==> config.mk <==
export PLATFORM = sky130hd
export DESIGN_NAME = fsr_status_top
export DESIGN_NICKNAME = d
export VERILOG_FILES = /design/src/pkg/fsr_pkg.sv /design/src/pkg/fsr_pin_if.sv /design/src/design/fsr_pin_sync.sv /design/src/design/fsr_status_top.sv
export VERILOG_INCLUDE_DIRS = /design/src /design/src/pkg
export SDC_FILE = /design/constraint.sdc
export NUM_CORES = 1
export LEC_CHECK = 0
export CORE_UTILIZATION = 56
export DETAILED_ROUTE_END_ITERATION = 10
export DONT_BUFFER_PORTS = 1
export PLACE_DENSITY = 0.74
export SKIP_LAST_GASP = 1
export SYNTH_ARGS = -nofsm -noshare
export SYNTH_HDL_FRONTEND = slang
export SYNTH_SLANG_ARGS = --single-unit
==> constraint.sdc <==
create_clock -name CLK -period 2 [get_ports CLK]
set_input_delay 0.1 -clock CLK [delete_from_list [all_inputs] [get_ports CLK]]
set_output_delay 0.1 -clock CLK [all_outputs]
set_load 0.05 [all_outputs]
==> src/pkg/fsr_map.svh <==
// Named offsets, bit positions, command codes and reset values of the status path.
// Assumes inclusion by bare name from the package and the test bench.
`ifndef FSR_MAP_SVH
`define FSR_MAP_SVH

// ----------------------------------------------------------------
// Status byte layout
// ----------------------------------------------------------------
`define FSR_STAT_RESET 8'h80
`define FSR_STAT_READY 7
`define FSR_STAT_ERASE_PAUSED 6
`define FSR_STAT_ERASE_FAIL 5
`define FSR_STAT_PROG_FAIL 4
`define FSR_STAT_SUPPLY_LOW 3
`define FSR_STAT_PROG_PAUSED 2
`define FSR_STAT_LOCK_ABORT 1
`define FSR_STAT_FACTORY_BUSY 0
`define FSR_UPPER_ZERO 8'h00
`define FSR_STICKY_CLEAR 4'h0

// ----------------------------------------------------------------
// Command codes
// ----------------------------------------------------------------
`define FSR_CMD_READ_STATUS 8'h70
`define FSR_CMD_READ_ARRAY 8'hff
`define FSR_CMD_CLEAR_STATUS 8'h50
`define FSR_CMD_PROG_SETUP 8'h40
`define FSR_CMD_PROT_SETUP 8'hc0
`define FSR_CMD_ERASE_SETUP 8'h20
`define FSR_CMD_LOCK_SETUP 8'h60
`define FSR_CMD_FACTORY_SETUP 8'h80
`define FSR_CMD_CONFIRM 8'hd0
`define FSR_CMD_SUSPEND 8'hb0
`define FSR_CMD_LOCK 8'h01
`define FSR_CMD_LOCK_DOWN 8'h2f
`define FSR_CMD_CONFIG 8'h03

// ----------------------------------------------------------------
// Synchronised pin vector
// ----------------------------------------------------------------
`define FSR_PIN_CE 0
`define FSR_PIN_OE 1
`define FSR_PIN_WE 2
`define FSR_PIN_ADV 3
`define FSR_PIN_DQ_LSB 4
`define FSR_PIN_DQ_MSB 19
`define FSR_PIN_IDLE 20'h0000f

`endif

==> src/pkg/fsr_pkg.sv <==
// Types shared by the status path modules.
// Assumes fsr_map.svh is reachable on the include path.
`include "fsr_map.svh"

package fsr_pkg;
  typedef logic [7:0] fsr_status_t;
  typedef logic [15:0] fsr_word_t;
  typedef logic [19:0] fsr_pins_t;

  typedef enum logic [5:0] {
    DS_IDLE = 6'b000001,
    DS_PROG = 6'b000010,
    DS_PROT = 6'b000100,
    DS_ERASE = 6'b001000,
    DS_LOCK = 6'b010000,
    DS_FACTORY = 6'b100000
  } fsr_dec_e;

  // Command byte compare, used throughout the decoder
  function automatic logic fsr_is_code(input logic [7:0] cmd, input logic [7:0] code);
    return cmd == code;
  endfunction : fsr_is_code
endpackage : fsr_pkg

==> src/pkg/fsr_pin_if.sv <==
// Clean pin levels and edge pulses from the synchroniser to the status logic.
// Assumes both ends run on the same clock.
`timescale 1ns/100ps
`default_nettype none

interface fsr_pin_if;
  logic ce_n;
  logic oe_n;
  logic we_n;
  logic adv_n;
  logic [15:0] dq;
  logic ce_fall;
  logic ce_rise;
  logic oe_fall;
  logic adv_fall;
  logic we_rise;

  modport src (output ce_n, oe_n, we_n, adv_n, dq, ce_fall, ce_rise, oe_fall, adv_fall,
    we_rise);
  modport dst (input ce_n, oe_n, we_n, adv_n, dq, ce_fall, ce_rise, oe_fall, adv_fall,
    we_rise);
endinterface : fsr_pin_if

`default_nettype wire

==> src/design/fsr_pin_sync.sv <==
// Three-stage synchroniser with agreement filter for the flash bus pins.
// Assumes raw pins are asynchronous to clk; outputs one edge pulse per CE change and per OE fall, ADV fall and WE rise.
`timescale 1ns/100ps
`default_nettype none

module fsr_pin_sync
  import fsr_pkg::*;
(
  // Clock and reset
  input wire logic clk,
  input wire logic resetn,
  // Raw pins
  input wire fsr_pkg::fsr_pins_t raw,
  // Clean side
  fsr_pin_if.src pins
);

  fsr_pins_t s1_q;
  fsr_pins_t s2_q;
  fsr_pins_t s3_q;
  fsr_pins_t filt_q;
  fsr_pins_t filt_d;
  fsr_pins_t agree;
  logic [3:0] fall_q;
  logic [3:0] rise_q;

  // ----------------------------------------------------------------
  // Filter
  // ----------------------------------------------------------------
  // First stage feeds only the second, so it never reaches logic while metastable
  assign agree = ~(s2_q ^ s3_q);
  assign filt_d = (agree & s3_q) | (~agree & filt_q);

  always_ff @(posedge clk) begin
    if (!resetn) begin
      s1_q <= `FSR_PIN_IDLE;
      s2_q <= `FSR_PIN_IDLE;
      s3_q <= `FSR_PIN_IDLE;
      filt_q <= `FSR_PIN_IDLE;
      fall_q <= 4'h0;
      rise_q <= 4'h0;
    end else begin
      s1_q <= raw;
      s2_q <= s1_q;
      s3_q <= s2_q;
      filt_q <= filt_d;
      fall_q <= filt_q[3:0] & ~filt_d[3:0];
      rise_q <= ~filt_q[3:0] & filt_d[3:0];
    end
  end

  // ----------------------------------------------------------------
  // Outputs
  // ----------------------------------------------------------------
  assign pins.ce_n = filt_q[`FSR_PIN_CE];
  assign pins.oe_n = filt_q[`FSR_PIN_OE];
  assign pins.we_n = filt_q[`FSR_PIN_WE];
  assign pins.adv_n = filt_q[`FSR_PIN_ADV];
  assign pins.dq = filt_q[`FSR_PIN_DQ_MSB:`FSR_PIN_DQ_LSB];
  assign pins.ce_fall = fall_q[`FSR_PIN_CE];
  assign pins.ce_rise = rise_q[`FSR_PIN_CE];
  assign pins.oe_fall = fall_q[`FSR_PIN_OE];
  assign pins.adv_fall = fall_q[`FSR_PIN_ADV];
  assign pins.we_rise = rise_q[`FSR_PIN_WE];

endmodule : fsr_pin_sync

`default_nettype wire

==> src/design/fsr_status_top.sv <==
// Status readout path of a parallel flash command interface: command decode,
// status byte with sticky error flags, snapshot latch and data pin drive.
// Assumes the erase/program engine and the array run on CLK; bus pins are async.
//
// Overview of operation
// RL1: Read-status command makes reads return status
// RL2: Program, erase, lock entry switches to status
// RL3: Status output persists until another valid command
// RL4: Status readable in async and burst reads
// RL5: Status on low byte, upper byte zero
// RL6: Async snapshot at first of OE/CE fall
// RL7: Burst host toggles CE or ADV to refresh
// RL8: Bit 7 ready; busy shows only bit 0
// RL9: Bit 6 shows erase suspended
// RL10: Bit 5 erase fail or sequence error
// RL11: Bit 4 program fail or sequence error
// RL12: Bit 3 programming supply fell too low
// RL13: Bit 2 shows program suspended
// RL14: Bit 1 locked block hit, operation aborted
// RL15: Bit 0 factory programming in progress
// RL16: Status resets to ready, flags clear
// RL17: Sequence error in erase suspend sticks
// RL18: Host clears status before erase resume
// RL19: Error bits only set, cleared explicitly
// RL20: Clear command and reset clear status
// RL21: Suspend success shows suspend bit and ready
// RL22: Bad confirm sets bits 5,4, status mode
// RL23: Snapshot stable during its read access
`timescale 1ns/100ps
`default_nettype none

module fsr_status_top
  import fsr_pkg::*;
(
  // Clock and reset
  input wire logic CLK,
  input wire logic RESETN,
  // Flash bus pins
  input wire logic CE_N,
  input wire logic OE_N,
  input wire logic WE_N,
  input wire logic ADV_N,
  input wire fsr_pkg::fsr_word_t DQ_I,
  output var fsr_pkg::fsr_word_t DQ_O,
  output var logic DQ_OE_N,
  // Array and read configuration
  input wire fsr_pkg::fsr_word_t ARRAY_DATA,
  input wire logic SYNC_READ_MODE,
  // Engine state
  input wire logic ENGINE_BUSY,
  input wire logic ERASE_PAUSED,
  input wire logic PROGRAM_PAUSED,
  input wire logic FACTORY_BUSY,
  input wire logic ERASE_FAIL_EVT,
  input wire logic PROG_FAIL_EVT,
  input wire logic SUPPLY_LOW_EVT,
  input wire logic LOCK_ABORT_EVT,
  // Engine commands
  output var logic START_PROGRAM,
  output var logic START_PROTECT,
  output var logic START_ERASE,
  output var logic START_LOCK,
  output var logic START_FACTORY,
  output var logic START_CONFIG,
  output var logic SUSPEND_REQ,
  output var logic RESUME_REQ,
  output var fsr_pkg::fsr_word_t CMD_DATA,
  output var logic STATUS_MODE
);

  // ----------------------------------------------------------------
  // Pin synchroniser
  // ----------------------------------------------------------------
  fsr_pin_if pins ();
  fsr_pins_t raw_pins;

  assign raw_pins = {DQ_I, ADV_N, WE_N, OE_N, CE_N};

  fsr_pin_sync u_sync (
    .clk(CLK),
    .resetn(RESETN),
    .raw(raw_pins),
    .pins(pins)
  );

  // ----------------------------------------------------------------
  // Command byte decode
  // ----------------------------------------------------------------
  logic [7:0] cmd;
  logic wr;
  logic is_rs;
  logic is_ra;
  logic is_clr;
  logic is_prog;
  logic is_prot;
  logic is_erase;
  logic is_lock_setup;
  logic is_factory;
  logic is_confirm;
  logic is_susp;
  logic is_lock_op;
  logic is_config;
  logic any_paused;

  assign cmd = pins.dq[7:0];
  // Writes count only with the chip selected
  assign wr = pins.we_rise & ~pins.ce_n;
  assign is_rs = fsr_is_code(cmd, `FSR_CMD_READ_STATUS);
  assign is_ra = fsr_is_code(cmd, `FSR_CMD_READ_ARRAY);
  assign is_clr = fsr_is_code(cmd, `FSR_CMD_CLEAR_STATUS);
  assign is_prog = fsr_is_code(cmd, `FSR_CMD_PROG_SETUP);
  assign is_prot = fsr_is_code(cmd, `FSR_CMD_PROT_SETUP);
  assign is_erase = fsr_is_code(cmd, `FSR_CMD_ERASE_SETUP);
  assign is_lock_setup = fsr_is_code(cmd, `FSR_CMD_LOCK_SETUP);
  assign is_factory = fsr_is_code(cmd, `FSR_CMD_FACTORY_SETUP);
  assign is_confirm = fsr_is_code(cmd, `FSR_CMD_CONFIRM);
  assign is_susp = fsr_is_code(cmd, `FSR_CMD_SUSPEND);
  assign is_config = fsr_is_code(cmd, `FSR_CMD_CONFIG);
  assign is_lock_op = fsr_is_code(cmd, `FSR_CMD_LOCK) | is_confirm |
    fsr_is_code(cmd, `FSR_CMD_LOCK_DOWN);
  assign any_paused = ERASE_PAUSED | PROGRAM_PAUSED;

  // ----------------------------------------------------------------
  // Command decoder state machine
  // ----------------------------------------------------------------
  fsr_dec_e state_q;
  fsr_dec_e state_d;
  logic status_mode_q;
  logic status_mode_d;
  logic seq_err;
  logic clr_req;
  logic start_prog_d;
  logic start_prot_d;
  logic start_erase_d;
  logic start_lock_d;
  logic start_factory_d;
  logic start_config_d;
  logic susp_d;
  logic resume_d;
  fsr_word_t cmd_data_d;

  always_comb begin
    state_d = state_q;
    status_mode_d = status_mode_q;
    seq_err = 1'b0;
    clr_req = 1'b0;
    start_prog_d = 1'b0;
    start_prot_d = 1'b0;
    start_erase_d = 1'b0;
    start_lock_d = 1'b0;
    start_factory_d = 1'b0;
    start_config_d = 1'b0;
    susp_d = 1'b0;
    resume_d = 1'b0;
    cmd_data_d = CMD_DATA;
    if (wr) begin
      unique case (state_q)
        DS_IDLE: begin
          if (ENGINE_BUSY) begin
            // While the engine runs only status read and suspend are heard
            if (is_rs) begin
              // RL1: status on request
              status_mode_d = 1'b1;
            end else if (is_susp) begin
              susp_d = 1'b1;
              status_mode_d = 1'b1;
            end
          end else if (is_rs) begin
            // RL1: status on request
            status_mode_d = 1'b1;
          end else if (is_ra) begin
            // RL3: leave status mode
            status_mode_d = 1'b0;
          end else if (is_clr) begin
            // RL20: clear on command
            clr_req = 1'b1;
          end else if (is_prog) begin
            state_d = DS_PROG;
          end else if (is_prot) begin
            state_d = DS_PROT;
          end else if (is_erase) begin
            state_d = DS_ERASE;
          end else if (is_lock_setup) begin
            state_d = DS_LOCK;
          end else if (is_factory) begin
            state_d = DS_FACTORY;
          end else if (is_confirm && any_paused) begin
            resume_d = 1'b1;
            status_mode_d = 1'b1;
          end
        end
        DS_PROG: begin
          // RL2: program accepted, status out
          start_prog_d = 1'b1;
          cmd_data_d = pins.dq;
          status_mode_d = 1'b1;
          state_d = DS_IDLE;
        end
        DS_PROT: begin
          start_prot_d = 1'b1;
          cmd_data_d = pins.dq;
          status_mode_d = 1'b1;
          state_d = DS_IDLE;
        end
        DS_ERASE: begin
          // RL2: erase accepted, status out
          // RL22: bad confirm is a sequence error
          start_erase_d = is_confirm;
          seq_err = ~is_confirm;
          cmd_data_d = pins.dq;
          status_mode_d = 1'b1;
          state_d = DS_IDLE;
        end
        DS_LOCK: begin
          cmd_data_d = pins.dq;
          state_d = DS_IDLE;
          if (is_lock_op) begin
            // RL2: lock accepted, status out
            start_lock_d = 1'b1;
            status_mode_d = 1'b1;
          end else if (is_config) begin
            // Configuration write returns reads to the array
            start_config_d = 1'b1;
            status_mode_d = 1'b0;
          end else begin
            // RL22: bad second cycle
            seq_err = 1'b1;
            status_mode_d = 1'b1;
          end
        end
        DS_FACTORY: begin
          // RL22: bad confirm is a sequence error
          start_factory_d = is_confirm;
          seq_err = ~is_confirm;
          cmd_data_d = pins.dq;
          status_mode_d = 1'b1;
          state_d = DS_IDLE;
        end
      endcase
    end
  end

  // ----------------------------------------------------------------
  // Sticky error flags
  // ----------------------------------------------------------------
  // Order: erase fail, program fail, supply low, locked-block abort
  logic [3:0] sticky_q;
  logic [3:0] sticky_d;
  logic [3:0] sticky_set;

  // RL10: erase fail or sequence error
  // RL11: program fail or sequence error
  // RL17: error sticks through suspend
  assign sticky_set = {ERASE_FAIL_EVT | seq_err, PROG_FAIL_EVT | seq_err,
    SUPPLY_LOW_EVT, LOCK_ABORT_EVT};
  // RL19: set only, set beats clear
  assign sticky_d = (sticky_q & ~{4{clr_req}}) | sticky_set;

  // ----------------------------------------------------------------
  // Live status byte
  // ----------------------------------------------------------------
  logic engine_ready_flag;
  logic erase_paused_flag;
  logic erase_fail_flag;
  logic program_fail_flag;
  logic supply_low_flag;
  logic program_paused_flag;
  logic locked_block_abort_flag;
  logic factory_prog_busy_flag;
  fsr_status_t status_live;

  // RL8: bits 6..1 hidden while busy
  assign engine_ready_flag = ~ENGINE_BUSY;
  // RL9: erase suspend level
  // RL21: suspend shows with ready
  assign erase_paused_flag = ERASE_PAUSED & engine_ready_flag;
  assign erase_fail_flag = sticky_q[3] & engine_ready_flag;
  assign program_fail_flag = sticky_q[2] & engine_ready_flag;
  // RL12: supply fault flag
  assign supply_low_flag = sticky_q[1] & engine_ready_flag;
  // RL13: program suspend level
  assign program_paused_flag = PROGRAM_PAUSED & engine_ready_flag;
  // RL14: locked block abort flag
  assign locked_block_abort_flag = sticky_q[0] & engine_ready_flag;
  // RL15: factory programming progress
  assign factory_prog_busy_flag = FACTORY_BUSY;

  assign status_live[`FSR_STAT_READY] = engine_ready_flag;
  assign status_live[`FSR_STAT_ERASE_PAUSED] = erase_paused_flag;
  assign status_live[`FSR_STAT_ERASE_FAIL] = erase_fail_flag;
  assign status_live[`FSR_STAT_PROG_FAIL] = program_fail_flag;
  assign status_live[`FSR_STAT_SUPPLY_LOW] = supply_low_flag;
  assign status_live[`FSR_STAT_PROG_PAUSED] = program_paused_flag;
  assign status_live[`FSR_STAT_LOCK_ABORT] = locked_block_abort_flag;
  assign status_live[`FSR_STAT_FACTORY_BUSY] = factory_prog_busy_flag;

  // ----------------------------------------------------------------
  // Snapshot latch
  // ----------------------------------------------------------------
  logic armed_q;
  logic armed_d;
  logic cap_async;
  logic cap_sync;
  logic capture;
  logic rearm;
  fsr_status_t snap_q;
  fsr_status_t snap_d;

  // RL6: first falling edge only
  // Rearm needs the access to end, so a later OE or CE fall cannot resample
  assign cap_async = armed_q & (pins.oe_fall | pins.ce_fall);
  assign rearm = (pins.ce_n & pins.oe_n) | pins.ce_rise;
  assign armed_d = cap_async ? 1'b0 : (rearm | armed_q);
  // RL7: burst refresh needs toggle
  assign cap_sync = pins.ce_fall | pins.adv_fall;
  // RL4: both read modes
  assign capture = SYNC_READ_MODE ? cap_sync : cap_async;
  // RL23: held between captures
  assign snap_d = capture ? status_live : snap_q;

  // ----------------------------------------------------------------
  // Data pin drive
  // ----------------------------------------------------------------
  logic reading;
  fsr_word_t dq_d;

  assign reading = ~pins.ce_n & ~pins.oe_n;
  // RL5: upper byte forced zero
  // RL3: status while in status mode
  assign dq_d = status_mode_q ? {`FSR_UPPER_ZERO, snap_d} : ARRAY_DATA;

  // ----------------------------------------------------------------
  // Registers
  // ----------------------------------------------------------------
  always_ff @(posedge CLK) begin
    if (!RESETN) begin
      state_q <= DS_IDLE;
      status_mode_q <= 1'b0;
      // RL16: ready, flags clear
      // RL20: reset clears status
      sticky_q <= `FSR_STICKY_CLEAR;
      snap_q <= `FSR_STAT_RESET;
      armed_q <= 1'b1;
    end else begin
      state_q <= state_d;
      status_mode_q <= status_mode_d;
      sticky_q <= sticky_d;
      snap_q <= snap_d;
      armed_q <= armed_d;
    end
  end

  always_ff @(posedge CLK) begin
    if (!RESETN) begin
      DQ_O <= 16'h0000;
      DQ_OE_N <= 1'b1;
      STATUS_MODE <= 1'b0;
    end else begin
      DQ_O <= dq_d;
      DQ_OE_N <= ~reading;
      STATUS_MODE <= status_mode_d;
    end
  end

  always_ff @(posedge CLK) begin
    if (!RESETN) begin
      START_PROGRAM <= 1'b0;
      START_PROTECT <= 1'b0;
      START_ERASE <= 1'b0;
      START_LOCK <= 1'b0;
      START_FACTORY <= 1'b0;
      START_CONFIG <= 1'b0;
      SUSPEND_REQ <= 1'b0;
      RESUME_REQ <= 1'b0;
      CMD_DATA <= 16'h0000;
    end else begin
      START_PROGRAM <= start_prog_d;
      START_PROTECT <= start_prot_d;
      START_ERASE <= start_erase_d;
      START_LOCK <= start_lock_d;
      START_FACTORY <= start_factory_d;
      START_CONFIG <= start_config_d;
      SUSPEND_REQ <= susp_d;
      RESUME_REQ <= resume_d;
      CMD_DATA <= cmd_data_d;
    end
  end

endmodule : fsr_status_top

`default_nettype wire

==> qor.yml <==
required_ps: 2410
ys_types: 46
period_share: 1.01
root_buffer: "clkbuf_8"
critPathKind: "reg2reg"
final_antenna_net_count: 0
worstPathMaxFanout: 8
min_path_type: "in2reg"
num_rows: 34
dp_hpwl_um: 5930
hold_end: "STATUS_MODE"
grt_usage: 0.227
nets: 610
fp.dieH_um: 96.3
drt_pass1_iterations: 5
worstPathArrival_ps: 2440
power.total_mw: 6.36
drt_iter0_drc: 148
grt_overflow: 0
powerDensity_mw_per_mm2: 1020
clk_path_buf_depth: 2
grt.met2_usage: 0.354
fin_crit_ps: 2030
max_slew_margin: 0.538
synthCells: 508
synth_top_area_share: 0.587
ys_dominant_reg_cell: "dfxtp_1"
grt_pass1_wl_um: 15800
gp_congestion: 0.890
pre_cts_ws_ps: 32.3
cts.sinks: 146
synth_area_leaders: "dfxtp_1 (59%), and2_1 (7.0%), nand2_1 (4.9%), mux2i_1 (3.8%), a21oi_1 (2.5%)"
routed_wl_um: 9830
r2r-start: "state_q[2]"
wl_per_cell_um: 14.4
viasPerCell: 5.31
syn_area_mm2: 0.00498
yosys_register_bits: 146
combPwrFrac: 0.032
numCtsBuffers: 17
power.internal_mw: 4.91
rsz0062_at_grt: "true"
syn_to_final_growth_pct: 25.0
hold_ws_ps: 127
drv_slew: 0
grt.busiest_layer: "met2"
diodes: 0
drc: 0
cp-start-kind: "flop"
worstSkewPairLatency_ps: 520
peakVddDrop_v: 0.000540
grt.met3_usage: 0.0632
p_seq_frac: 0.483
synth_edf_count: 0
antenna_found_initial: 0
syn_area_per_cell_um2: 9.80
synth.yosys.seq_area_share: 0.587
max_freq_mhz: 493
grt_use_met1: 0.295
yosys_warnings: 0
pwr-share-clk: 0.485
worst_slack_ps: -28.7
hold_start: "ENGINE_BUSY"
r2r_setup_slack_ps: -30
r2r-end: "sticky_q[1]"
status: "complete, but fails checks"
grt_pass1_vias: 3332
grt_max_degree: 115
ys_async_sr_fraction: 0
finalHoldViolations: 0
start_util: 0.574
die_area_mm2: 0.00927
r2r_cells: 5
syn-num-nets: 555
p_sw_mw: 1.45
path_clk_slew_ps: 60
final_cell_mix: "dfxtp_1 (146), nand2_1 (65), and2_1 (56), dlygate4sd3_1 (46), nor2_1 (28)"
cp-end-kind: "flop"
port_buffers: 0
swShare: 0.228
maxCapViolCount: 0
die_w_um: 96.3
violations: "negative setup slack"
yosysTopAreaCell: "dfxtp_1"
vias: 3634
layout_commonest_cell: "dfxtp_1"
tightest_slew_ps: 683
post_cts_buffers: 0
core_area_mm2: 0.00868
skew_ps: 7.83
cts_tree: "yes"
hold_depth: 4
power.leakage_nw: 2.38
num_io_pins: 89
htreeDepth: 4
setup_viol: 4
final_layout_size_suffix_gt1_frac: 0.106
## layer usage
layer  vias up  routed length [µm]
li1       1835                   -
met4         0                 110
met2       116                4710
met3        10                 505
met1      1673                4500
met5         -                   0
## power groups by stage
stage          logic, mW  registers [mW]  clock network, mW
2_1_floorplan      0.102            3.13                  0
3_3_place_gp      0.0898            3.14                  0
3_5_place_dp      0.0922            3.14                  0
4_1_cts            0.198            3.07               3.12
5_1_grt            0.223            3.08               3.28
6_report           0.200            3.07               3.08
## stage by stage
step | setup TNS (ps) | std cells | util | instance area [µm²]
after floorplan | 0 | 508 | - | 4980
after global placement | 0 | 605 | 0.593 | 5150
after detailed placement | 0 | 605 | 0.593 | 5150
after CTS | 0 | 684 | 0.717 | 6220
after global routing | -2400 | 684 | 0.717 | 6230
final | -62.2 | 684 | 0.717 | 6230
## how the worst max path moves through the flow
| stage | start | end | slack, ps | cells past startpoint |
|---|---|---|---|---|
| 2_1_floorplan | flop | STATUS_MODE | 100 | 5 |
| 3_3_place_gp | flop | sticky_q[0] | 70 | 7 |
| 3_5_place_dp | state_q[2] | sticky_q[1] | 30 | 5 |
| 4_1_cts | flop | CMD_DATA[11] | 20 | 6 |
| 5_1_grt | state_q[2] | sticky_q[1] | -160 | 5 |
| 6_report | state_q[2] | sticky_q[1] | -30 | 5 |
## final cells by class
| class | instances | area, µm² |
|---|---|---|
| Inverter | 2 | 7.51 |
| Tap cell | 108 | 135 |
| Fill cell | 659 | 2450 |
| Clock inverter | 15 | 171 |
| Clock buffer | 17 | 414 |
| Timing Repair Buffer | 65 | 636 |
| Sequential cell | 146 | 2920 |
| Multi-Input combinational cell | 331 | 1940 |
## critical path, cell delays in order (launching register included)
cell and delay (ps):
dfxtp_1 380, nor4_2 390, nand2_1 190, nor4b_1 670
nor2b_1 110, o21a_1 190
## cells in the mapped netlist (7+ instances only)
cell      count
nor3_1       10
a21oi_1      25
nand2b_1     15
dfxtp_1     146
nand2_1      65
and2_1       56
a211oi_1      8
nor2b_1      12
nor2_1       28
nand3_1       7
clkbuf_1     26
o21ai_0      25
mux2i_1      19
## cell families (layout without fill, tap and decap cells)
| group | count (synthesis) | after routing | synth area share |
|---|---|---|---|
| and+or+nand+nor | 224 | 224 | 0.237 |
| DFF | 146 | 146 | 0.587 |
| AOI/OAI and AO/OA | 85 | 85 | 0.106 |
| buffers and inverters | 31 | 99 | 0.0256 |
| muxes | 20 | 20 | 0.0405 |
| xor gates and xnor gates | 2 | 2 | 0.00352 |
## timing repair
item,CTS,global route
resized for setup,0,2
hold endpoints to repair,127,0
hold buffers,47,0
endpoints found under the setup margin,0,27
Power figures use the tool's default switching activity.
